===== config.mk =====
export PLATFORM = sky130hd
export DESIGN_NAME = adc_dual_seq
export DESIGN_NICKNAME = d
export VERILOG_FILES = /design/src/rtl/adc_seq_pkg.sv /design/src/rtl/adc_dual_seq.sv
export SDC_FILE = /design/constraint.sdc
export NUM_CORES = 1
export LEC_CHECK = 0
export BUFFER_PORTS_ARGS = -buffer_cell sky130_fd_sc_hd__buf_2
export CORE_MARGIN = 3
export CORE_UTILIZATION = 51
export DETAILED_ROUTE_END_ITERATION = 10
export PLACE_DENSITY = 0.79
export SYNTH_ARGS = -nofsm -noshare
export SYNTH_HDL_FRONTEND = slang
export SYNTH_SLANG_ARGS = --single-unit

===== constraint.sdc =====
create_clock -name pclk -period 5.65 [get_ports pclk]
set_clock_uncertainty 0.05 [all_clocks]
set_input_delay 0 -clock pclk [delete_from_list [all_inputs] [get_ports pclk]]
set_output_delay 0 -clock pclk [all_outputs]
set_load 0.05 [all_outputs]

===== src/rtl/adc_seq_pkg.sv =====
package adc_seq_pkg;
  // Timing: converter clock equals pclk
  localparam int CLK_NS       = 40;
  localparam int START_DLY_NS = 100;
  localparam int START_CYC    = (START_DLY_NS + CLK_NS - 1) / CLK_NS;
  localparam int SH_BASE_CYC  = 1;
  localparam int PERIOD_BASE  = 3;
  localparam int GAP_CYC      = PERIOD_BASE - SH_BASE_CYC;
  localparam int RES_A_CYC    = 4;
  localparam int RES_B_CYC    = 5;
  localparam int IRQ_CYC      = 2;
  // Widths
  localparam int ACQ_W  = 4;
  localparam int DATA_W = 12;
  localparam int CH_W   = 3;
  localparam int ADDR_W = 12;
  // Register offsets
  localparam logic [ADDR_W-1:0] OFS_CTRL  = 12'h000;
  localparam logic [ADDR_W-1:0] OFS_SWTRG = 12'h004;
  localparam logic [ADDR_W-1:0] OFS_STAT  = 12'h008;
  localparam logic [ADDR_W-1:0] OFS_INTEN = 12'h00c;
  localparam logic [ADDR_W-1:0] OFS_INTCL = 12'h010;
  localparam logic [ADDR_W-1:0] OFS_RESA  = 12'h014;
  localparam logic [ADDR_W-1:0] OFS_RESB  = 12'h018;
  // Fields
  localparam int CTRL_DUAL_BIT = 0;
  localparam int CTRL_CONT_BIT = 1;
  localparam int CTRL_PWM_BIT  = 2;
  localparam int CTRL_EXT_BIT  = 3;
  localparam int CTRL_ACQ_LSB  = 8;
  localparam int CTRL_CH_LSB   = 16;
  localparam int SWTRG_BIT     = 0;
  localparam int STAT_DONE_BIT = 0;
  localparam int STAT_OVR_BIT  = 1;
  localparam int STAT_BUSY_BIT = 8;
  localparam int FLAG_W        = 2;
  // Reset values
  localparam logic [31:0] CTRL_RST = 32'h0000_0000;
  localparam logic [31:0] ZERO_32  = 32'h0000_0000;

  typedef enum logic [1:0] {
    ST_IDLE  = 2'b00,
    ST_DELAY = 2'b01,
    ST_SH    = 2'b10,
    ST_GAP   = 2'b11
  } seq_state_t;
endpackage


===== src/rtl/adc_dual_seq.sv =====
// Operation
// - Dual select converts A and B each pulse
// - Start from pwm, software or pin
// - Both channels sampled on pulse fall
// - Pulse lasts one plus acquisition value clocks
// - Sampling begins 3 clocks after trigger (100 ns rounded up to whole clocks)
// - First results: A after 4, B after 5
// - Later results every three plus acquisition clocks
// - Done flag set shortly after result update
// - Pair converts continuously without software help
// - Dual select zero converts single channel
//
// The register addresses and the APB register port are this design's own decisions.
module adc_dual_seq
(
  // Clock, reset, enable
  input  wire logic                            pclk,
  input  wire logic                            presetn,
  input  wire logic                            ce,
  // APB slave
  input  wire logic                            psel,
  input  wire logic                            penable,
  input  wire logic                            pwrite,
  input  wire logic [adc_seq_pkg::ADDR_W-1:0]  paddr,
  input  wire logic [31:0]                     pwdata,
  output logic      [31:0]                     prdata,
  output logic                                 pready,
  output logic                                 pslverr,
  // Start sources
  input  wire logic                            pwm_trigger,
  input  wire logic                            external_conversion_start,
  // Converter datapath
  input  wire logic [adc_seq_pkg::DATA_W-1:0]  conv_data_a,
  input  wire logic [adc_seq_pkg::DATA_W-1:0]  conv_data_b,
  output logic                                 sample_hold,
  output logic      [adc_seq_pkg::CH_W-1:0]    chan_pair_sel,
  output logic                                 chan_b_enable,
  // Interrupt
  output logic                                 irq
);
  import adc_seq_pkg::*;

  seq_state_t            state_ff;
  seq_state_t            nxt_state;
  logic [ACQ_W-1:0]      cnt_ff;
  logic [ACQ_W-1:0]      nxt_cnt;
  logic [31:0]           ctrl_ff;
  logic [FLAG_W-1:0]     stat_ff;
  logic [FLAG_W-1:0]     inten_ff;
  logic [DATA_W-1:0]     res_a_ff;
  logic [DATA_W-1:0]     res_b_ff;
  logic [31:0]           prdata_ff;
  logic [RES_B_CYC-1:0]  vld_ff;
  logic [RES_B_CYC-1:0]  dl_ff;
  logic [DATA_W-1:0]     pa_ff [RES_B_CYC];
  logic [DATA_W-1:0]     pb_ff [RES_B_CYC];
  logic [IRQ_CYC-1:0]    irqd_ff;
  logic                  wr;
  logic                  rd_setup;
  logic                  hit;
  logic                  trig;
  logic                  samp;
  logic                  res_a_upd;
  logic                  res_b_upd;
  logic                  res_done;
  logic                  ovr_evt;
  logic [FLAG_W-1:0]     set_evt;
  logic [ACQ_W-1:0]      acq;
  logic                  dual;
  logic                  cont;

  assign acq  = ctrl_ff[CTRL_ACQ_LSB +: ACQ_W];
  assign dual = ctrl_ff[CTRL_DUAL_BIT];
  assign cont = ctrl_ff[CTRL_CONT_BIT];

  // APB decode: zero wait states, error on unmapped offsets
  assign wr       = psel & penable & pwrite;
  assign rd_setup = psel & ~penable & ~pwrite;
  assign hit      = (paddr == OFS_CTRL) | (paddr == OFS_SWTRG) | (paddr == OFS_STAT) |
                    (paddr == OFS_INTEN) | (paddr == OFS_INTCL) | (paddr == OFS_RESA) |
                    (paddr == OFS_RESB);
  assign pready   = 1'b1;
  assign pslverr  = psel & penable & ~hit;
  assign prdata   = prdata_ff;

  // Start sources; only one index field so pairs always match
  assign trig = (pwm_trigger & ctrl_ff[CTRL_PWM_BIT]) |
                (external_conversion_start & ctrl_ff[CTRL_EXT_BIT]) |
                (wr & (paddr == OFS_SWTRG) & pwdata[SWTRG_BIT]);
  assign ovr_evt       = trig & (state_ff != ST_IDLE);
  assign chan_pair_sel = ctrl_ff[CTRL_CH_LSB +: CH_W];
  assign chan_b_enable = dual;
  assign sample_hold   = (state_ff == ST_SH);
  assign samp          = (state_ff == ST_SH) && (cnt_ff == '0);

  always_comb begin
    nxt_state = state_ff;
    nxt_cnt   = cnt_ff;
    case (state_ff)
      ST_IDLE: begin
        if (trig) begin
          nxt_state = ST_DELAY;
          nxt_cnt   = ACQ_W'(START_CYC - 2);
        end
      end
      ST_DELAY: begin
        if (cnt_ff == '0) begin
          nxt_state = ST_SH;
          nxt_cnt   = acq;
        end else begin
          nxt_cnt = cnt_ff - 1'b1;
        end
      end
      ST_SH: begin
        if (cnt_ff == '0) begin
          nxt_state = ST_GAP;
          nxt_cnt   = ACQ_W'(GAP_CYC - 1);
        end else begin
          nxt_cnt = cnt_ff - 1'b1;
        end
      end
      ST_GAP: begin
        if (cnt_ff != '0) begin
          nxt_cnt = cnt_ff - 1'b1;
        end else if (cont) begin
          nxt_state = ST_SH;
          nxt_cnt   = acq;
        end else begin
          nxt_state = ST_IDLE;
        end
      end
      default: begin
        nxt_state = ST_IDLE;
        nxt_cnt   = '0;
      end
    endcase
  end

  always_ff @(posedge pclk or negedge presetn) begin
    if (!presetn) begin
      state_ff <= ST_IDLE;
      cnt_ff   <= '0;
    end else if (ce) begin
      state_ff <= nxt_state;
      cnt_ff   <= nxt_cnt;
    end
  end

  // Conversion pipeline: both inputs caught on the same edge
  always_ff @(posedge pclk or negedge presetn) begin
    if (!presetn) begin
      vld_ff <= '0;
      dl_ff  <= '0;
      for (int i = 0; i < RES_B_CYC; i++) begin
        pa_ff[i] <= '0;
        pb_ff[i] <= '0;
      end
    end else if (ce) begin
      vld_ff <= {vld_ff[RES_B_CYC-2:0], samp};
      dl_ff  <= {dl_ff[RES_B_CYC-2:0], samp & dual};
      pa_ff[0] <= samp ? conv_data_a : pa_ff[0];
      pb_ff[0] <= samp ? conv_data_b : pb_ff[0];
      for (int i = 1; i < RES_B_CYC; i++) begin
        pa_ff[i] <= pa_ff[i-1];
        pb_ff[i] <= pb_ff[i-1];
      end
    end
  end

  assign res_a_upd = vld_ff[RES_A_CYC-1];
  assign res_b_upd = vld_ff[RES_B_CYC-1] & dl_ff[RES_B_CYC-1];
  assign res_done  = (res_b_upd) | (res_a_upd & ~dl_ff[RES_A_CYC-1]);

  always_ff @(posedge pclk or negedge presetn) begin
    if (!presetn) begin
      res_a_ff <= '0;
      res_b_ff <= '0;
    end else if (ce) begin
      if (res_a_upd) begin
        res_a_ff <= pa_ff[RES_A_CYC-1];
      end
      if (res_b_upd) begin
        res_b_ff <= pb_ff[RES_B_CYC-1];
      end
    end
  end

  // Flag lags the result write so software never sees stale data
  always_ff @(posedge pclk or negedge presetn) begin
    if (!presetn) begin
      irqd_ff <= '0;
    end else if (ce) begin
      irqd_ff <= {irqd_ff[IRQ_CYC-2:0], res_done};
    end
  end

  assign set_evt[STAT_DONE_BIT] = irqd_ff[IRQ_CYC-1];
  assign set_evt[STAT_OVR_BIT]  = ovr_evt;

  // Set wins over a clear in the same cycle
  always_ff @(posedge pclk or negedge presetn) begin
    if (!presetn) begin
      stat_ff <= '0;
    end else if (ce) begin
      stat_ff <= (stat_ff & ~((wr && paddr == OFS_INTCL) ? pwdata[FLAG_W-1:0] : '0)) | set_evt;
    end
  end

  always_ff @(posedge pclk or negedge presetn) begin
    if (!presetn) begin
      ctrl_ff  <= CTRL_RST;
      inten_ff <= '0;
    end else if (ce && wr) begin
      if (paddr == OFS_CTRL) begin
        ctrl_ff <= pwdata;
      end
      if (paddr == OFS_INTEN) begin
        inten_ff <= pwdata[FLAG_W-1:0];
      end
    end
  end

  always_ff @(posedge pclk or negedge presetn) begin
    if (!presetn) begin
      irq <= 1'b0;
    end else if (ce) begin
      irq <= |(stat_ff & inten_ff);
    end
  end

  // Read data is latched in the setup phase
  always_ff @(posedge pclk or negedge presetn) begin
    if (!presetn) begin
      prdata_ff <= ZERO_32;
    end else if (ce && rd_setup) begin
      case (paddr)
        OFS_CTRL:  prdata_ff <= ctrl_ff;
        OFS_STAT:  prdata_ff <= {23'h00_0000, state_ff != ST_IDLE, 6'h00, stat_ff};
        OFS_INTEN: prdata_ff <= {30'h0000_0000, inten_ff};
        OFS_RESA:  prdata_ff <= {20'h0_0000, res_a_ff};
        OFS_RESB:  prdata_ff <= {20'h0_0000, res_b_ff};
        default:   prdata_ff <= ZERO_32;
      endcase
    end
  end

  // Checks assume ce stays high
  localparam int IRQ_D = IRQ_CYC;
  logic [ACQ_W:0] sh_len_ff;
  always_ff @(posedge pclk or negedge presetn) begin
    if (!presetn) begin
      sh_len_ff <= '0;
    end else if (ce) begin
      sh_len_ff <= sample_hold ? sh_len_ff + 1'b1 : '0;
    end
  end

  property p_trig;
    @(posedge pclk) disable iff (!presetn || !ce)
      (trig && state_ff == ST_IDLE) |=> state_ff == ST_DELAY;
  endproperty
  a_trig: assert property (p_trig) else $error("trigger not taken");

  property p_start;
    @(posedge pclk) disable iff (!presetn || !ce)
      (trig && state_ff == ST_IDLE) |-> !sample_hold[*3] ##1 sample_hold;
  endproperty
  a_start: assert property (p_start) else $error("pulse start late");

  property p_width;
    @(posedge pclk) disable iff (!presetn || !ce)
      $fell(sample_hold) |-> sh_len_ff == $past(acq) + 1'b1;
  endproperty
  a_width: assert property (p_width) else $error("pulse width wrong");

  property p_cap;
    @(posedge pclk) disable iff (!presetn || !ce)
      samp |=> pa_ff[0] == $past(conv_data_a) && pb_ff[0] == $past(conv_data_b);
  endproperty
  a_cap: assert property (p_cap) else $error("pair not captured together");

  property p_res_a;
    @(posedge pclk) disable iff (!presetn || !ce)
      samp |-> ##4 res_a_upd;
  endproperty
  a_res_a: assert property (p_res_a) else $error("result A timing");

  property p_res_b;
    @(posedge pclk) disable iff (!presetn || !ce)
      (samp && dual) |-> ##5 res_b_upd;
  endproperty
  a_res_b: assert property (p_res_b) else $error("result B timing");

  property p_single;
    @(posedge pclk) disable iff (!presetn || !ce)
      (samp && !dual) |-> ##5 !res_b_upd;
  endproperty
  a_single: assert property (p_single) else $error("B written in single mode");

  // Continuous bit is only looked at in the last gap cycle, so software may stop mid-gap
  property p_period;
    @(posedge pclk) disable iff (!presetn || !ce)
      (samp ##2 cont) |-> (!$past(sample_hold) && !sample_hold) ##1 sample_hold;
  endproperty
  a_period: assert property (p_period) else $error("repeat period wrong");

  property p_flag;
    @(posedge pclk) disable iff (!presetn || !ce)
      res_done |-> !set_evt[STAT_DONE_BIT] ##IRQ_D set_evt[STAT_DONE_BIT];
  endproperty
  a_flag: assert property (p_flag) else $error("flag timing");

  c_dual: cover property (@(posedge pclk) disable iff (!presetn) res_b_upd);
  c_cont: cover property (@(posedge pclk) disable iff (!presetn) samp && cont ##3 samp);
  c_ovr:  cover property (@(posedge pclk) disable iff (!presetn) ovr_evt);
  c_irq:  cover property (@(posedge pclk) disable iff (!presetn) irq);
endmodule // adc_dual_seq


# --- Word-level counts from Yosys, hierarchy flattened ---
# Index checks and enable logic that the tools add are counted.
op_classes:
  n_addsub: 1
  eq_ne: 14
  mux: 14
  n_bitwise: 30
  reduce_logical: 17
op_table:
  columns: ["operator", "count"]
  rows:
  - ["32-bit case mux with 5 select lines", 1]
  - ["12-bit by 5-bit equality test with 1-bit output, second input constant", 3]
  - ["12-bit by 4-bit equality test with 1-bit output, second input constant", 2]
  - ["4-bit 2-to-1 mux", 5]
  - ["4-bit case mux with 4 select lines", 1]
  - ["1-bit bitwise AND", 13]
  - ["12-bit by 3-bit equality test with 1-bit output, second input constant", 1]
  - ["12-bit zero test", 1]
  - ["2-bit 2-to-1 mux", 6]
  - ["2-bit AND reduction", 5]
  - ["1-bit OR", 9]
  - ["2-bit case mux with 4 select lines", 1]
  - ["2-bit inequality test, second input constant", 3]
  - ["5-bit AND reduction", 1]
  - ["2-bit bitwise AND", 2]
  - ["2-bit equality test, second input constant", 2]
  - ["1-bit logical AND", 4]
  - ["4-bit zero test", 1]
  - ["1-bit NOT", 4]
  - ["4-bit nonzero test", 1]
  - ["4-bit by 1-bit subtractor with 4-bit output, second input constant", 1]
  - ["3-bit inequality test, second input constant", 1]
  - ["3-bit AND reduction", 1]
  - ["2-bit by 1-bit equality test with 1-bit output, second input constant", 1]
  - ["other kinds (6)", 6]
totals:
  reg_bits: 219
  in_bits: 76
  out_inout_bits: 40
  elab_cells: 97

# --- Depth between registers and ports, before layout ---
logic_depth:
  depth_word: 9
  depth_mapped: 6
  mapped_depth_nobuf: 6

# --- Worst setup path after synthesis ---
# No wires, ideal clock.
synth_path:
  path_kind: "register to register"
  from: "register state_ff[0]"
  to: "register pa_ff[48] in the netlist's numbering"
  setup_ns: 0.125
  arrival_time_ns: 2.300
  t_required_ns: 5.475
  path_slack_ns: 3.175
  stages_incl_launch_ff: 6
  path_buffers: 2
  synth_period_minus_slack_ns: 2.475
  path_cell_list: "dfrtp_1 > clkbuf_1 > nor2b_1 > nand3_1 > clkbuf_1 > mux2_2"
synth_between:
  elab_chain_cells: 3
synth_lines:
  columns: ["element", "line", "source"]
  rows:
  - ["start: declaration", "adc_dual_seq.sv:43", "seq_state_t state_ff;"]
  - ["start signal: assignment", "adc_dual_seq.sv:144", "state_ff <= nxt_state;"]
  - ["2-bit equality test", null, null]
  - ["named net sample_hold", "adc_dual_seq.sv:35", "output logic sample_hold,"]
  - ["1-bit logical AND", "adc_dual_seq.sv:94", "assign samp = (state_ff == ST_SH) && (cnt_ff == '0);"]
  - ["2-bit AND reduction (no source line)", null, null]
  - ["end signal: indexed assignment", "adc_dual_seq.sv:164", "pa_ff[i] <= pa_ff[i-1];"]
  - ["end: declaration", "adc_dual_seq.sv:55", "logic [DATA_W-1:0] pa_ff [RES_B_CYC];"]
# The timed path passes the listed nets, and every way through them passes these cells.
# A chain may end at the register's enable or synchronous reset.

# --- Final worst setup path ---
layout_path:
  from: "input ce"
  to: "register ctrl_ff[9]"
layout_between:
  elab_chain_cells: 2
layout_lines:
  columns: ["element", "line", "source"]
  rows:
  - ["start: declaration", "adc_dual_seq.sv:19", "input wire logic ce,"]
  - ["1-bit logical AND", "adc_dual_seq.sv:213", "end else if (ce && wr) begin"]
  - ["2-bit AND reduction (no source line)", null, null]
  - ["end signal: assignment", "adc_dual_seq.sv:215", "ctrl_ff <= pwdata;"]
  - ["end: declaration", "adc_dual_seq.sv:47", "logic [31:0] ctrl_ff;"]
# No other way between the ends.

==> out/qor.yml <==
status: "complete, but fails checks"
violations: "negative hold slack"
grt_pass1_vias: 5816
maxSlewHeadroom_pct: 37.5
synth-seq-area-share_pct: 62.2
yosysWarnings: 0
initial_core_util_pct: 52.5
fmax_ghz: 0.365
regArea_um2: 5480
antenna_found_initial: 0
crit_type: "in2reg"
worstPathArrival_ps: 3130
layout_commonest_cell: "dfrtp_1"
antenna_cells: 0
critPathCaptureType: "flop"
ys_async_sr_fraction_pct: 100
min_period_ps: 2740
drc: 0
cp.required_ps: 6040
final_core_util_pct: 65.3
n_fill_cell: 1205
synth_cells: 603
netSwitchingFraction_pct: 25.4
fin_worst_hold_slack_ps: -8.20
cts_post_setup_buffers_inserted: 0
drt_iter0_drc: 321
coreArea_um2: 16800
io_buffers: 114
hp-class: "in2async"
path_cells: "dlygate4sd3_1, buf_4, nand4_1, nor3_1, nand3_1, dlygate4sd3_1, o21ai_0, dlygate4sd3_1"
maxCapViolCount: 0
grt_max_degree: 79
die_area_um2: 18900
slowest_stage: "dlygate4sd3_1"
multiInputGateArea_um2: 3120
clock_latency_ps: 500
firstDrtPassIters: 4
p_seq_share_pct: 51.8
setup_tns_ps: 0
setup_viol: 0
io_pins: 116
p_switching_mw: 1.09
syn-num-nets: 681
fin_ws_ps: 2910
clock_power_share_pct: 32.1
clk_pin_slew_worst_paths_ps: 60
cts_buffers: 22
place_congestion: 0.881
area_growth_pct: 24.3
fp-row-count: 47
drive_above_1_share_pct: 42.9
ys_types: 50
post-place-ws_ps: 3340
grt.overflow.total: 0
finalNetCount: 859
clockBufferDepth: 3
synth_top_area_share_pct: 62.2
cts_sinks: 219
worst-path-buf-inv: 4
final_antenna_net_count: 0
synth_top_area_cell: "dfrtp_1"
syn_avg_cell_area_um2: 14.6
track_usage_pct: 19.6
dpl_cell_area_um2: 9550
die_h_um: 137
crit_path_max_incr_delay_ps: 580
cpMostUsedCell: "dlygate4sd3_1"
max-vdd-ir-drop_mv: 0.333
dp_hpwl_um: 12300
yosys-top-cells-area: "dfrtp_1 (62%), mux2_2 (22%), a22o_1 (3.2%), a22oi_1 (1.0%), clkbuf_1 (1.0%)"
cts_tree: "built"
cts-htree-levels: 1
critical_path.top_delay_family: "buffers and inverters"
via_per_inst: 5.50
wl_um: 18400
layout_common_cells: "dfrtp_1 (219), mux2_2 (175), buf_2 (112), dlygate4sd3_1 (70), a22o_1 (32)"
syn_area_um2: 8810
p_per_area_nw_per_um2: 394
combPwrFrac_pct: 16.1
p_leak_nw: 5.51
critPathLaunchType: "input port"
grt_pass1_wl_um: 29600
ys_seq_elements: 219
cts-root-buf: "clkbuf_16"
fin_area_um2: 10900
finalCritPeriodShare_pct: 48.5
critPathMaxFanout: 49
hold_viol: 5
via_count: 5596
maxSlewViolCount: 0
ys.flop_type: "dfrtp_1"
fp.dieW_um: 137
synth_edf_count: 0
rsz0062_at_grt: "no"
tightestPinTransition_ps: 937
wl_per_cell_um: 18.0
intPower_mw: 3.22
==> worst reg2reg max path, delay by kind of cell, from the launching register on <==
| family | cells | cell delay, ps |
|---|---|---|
| muxes | 1 | 410 |
| DFF | 1 | 420 |
| and+or+nand+nor | 1 | 520 |
| adders and majority gates | 1 | 200 |
| AOI/OAI and AO/OA | 2 | 460 |
| buffers and inverters | 1 | 100 |
==> metal layers <==
layer	vias up	global-route usage [%]	routed length, um
met1	2834	25.6	7920
met4	0	6.04	438
met2	164	33.6	9160
met5	-	0	0
li1	2563	-	-
met3	35	3.36	833
==> cell families after synthesis <==
kind of cell / Yosys count / synth area share [%]
xor gates and xnor gates: 2 / 0.199
adders and majority gates: 2 / 0.284
muxes: 180 / 23.0
AOI/OAI and AO/OA: 86 / 7.43
and+or+nand+nor: 66 / 4.43
buffers and inverters: 47 / 2.42
DFF: 219 / 62.2
other: 1 / 0.0426
==> per-stage QoR <==
| stage | power, mW | cells |
|---|---|---|
| 2_1_floorplan | 2.68 | 603 |
| 3_3_place_gp | 2.86 | 907 |
| 3_5_place_dp | 2.93 | 907 |
| 4_1_cts | 4.36 | 1017 |
| 5_1_grt | 4.54 | 1017 |
| 6_report | 4.31 | 1017 |
==> layout make-up <==
| class | count | share of cell area (%) |
|---|---|---|
| Sequential cell | 219 | 50.1 |
| Timing Repair Buffer | 192 | 12.3 |
| Multi-Input combinational cell | 337 | 28.5 |
| Inverter | 9 | 0.309 |
| Tap cell | 220 | 2.51 |
| Clock inverter | 10 | 0.788 |
| Clock buffer | 30 | 5.58 |
==> cells in the mapped netlist, types with 3 or more instances <==
cell type / instances
mux2i_1: 3
nor2b_1: 6
o21ai_0: 6
o21ai_1: 10
nor3_1: 4
a22o_1: 32
inv_1: 9
or4_4: 3
nand2_1: 18
nand3_1: 7
nor2_1: 9
dfrtp_1: 219
buf_4: 7
mux2_2: 175
clkbuf_1: 24
a21oi_1: 4
a22oi_1: 12
nand4_1: 4
a221oi_1: 4
buf_1: 4
==> path summary, 6_finish.rpt <==
path / slack [ps] / end / cells after the start / from
worst max-delay path: 2910 / ctrl_ff[9] / 8 / ce
worst min-delay path: -8 / irqd_ff[1] / 2 / presetn
worst max register to register: 3390 / cnt_ff[2] / 6 / cnt_ff[0]
worst min register to register: 440 / prdata[13] / 1 / ctrl_ff[13]
max in group asynchronous: 4190 / cnt_ff[1] / 3 / presetn
min in group pclk: 20 / stat_ff[1] / 4 / penable
==> registers in the layout (all words and copies together) (netlist names) <==
register / flops
ctrl_ff: 32
inten_ff: 2
pa_ff: 48
vld_ff: 5
res_b_ff: 12
prdata: 32
pb_ff: 60
stat_ff: 2
irq: 1
dl_ff: 5
res_a_ff: 12
state_ff: 2
cnt_ff: 4
irqd_ff: 2
==> timing repair <==
item / CTS / global route
hold buffers: 70 / 0
resized for setup: 0 / 0
hold endpoints to repair: 130 / 0
==> power by group through the flow <==
stage | Clock, mW | Sequential, mW | Combinational (mW)
after global placement | 0 | 2.24 | 0.626
after global routing | 1.49 | 2.29 | 0.758
after floorplan | 0 | 2.15 | 0.531
after CTS | 1.42 | 2.24 | 0.704
after detailed placement | 0 | 2.26 | 0.665
final | 1.38 | 2.23 | 0.693
(Power assumes the default switching activity.)
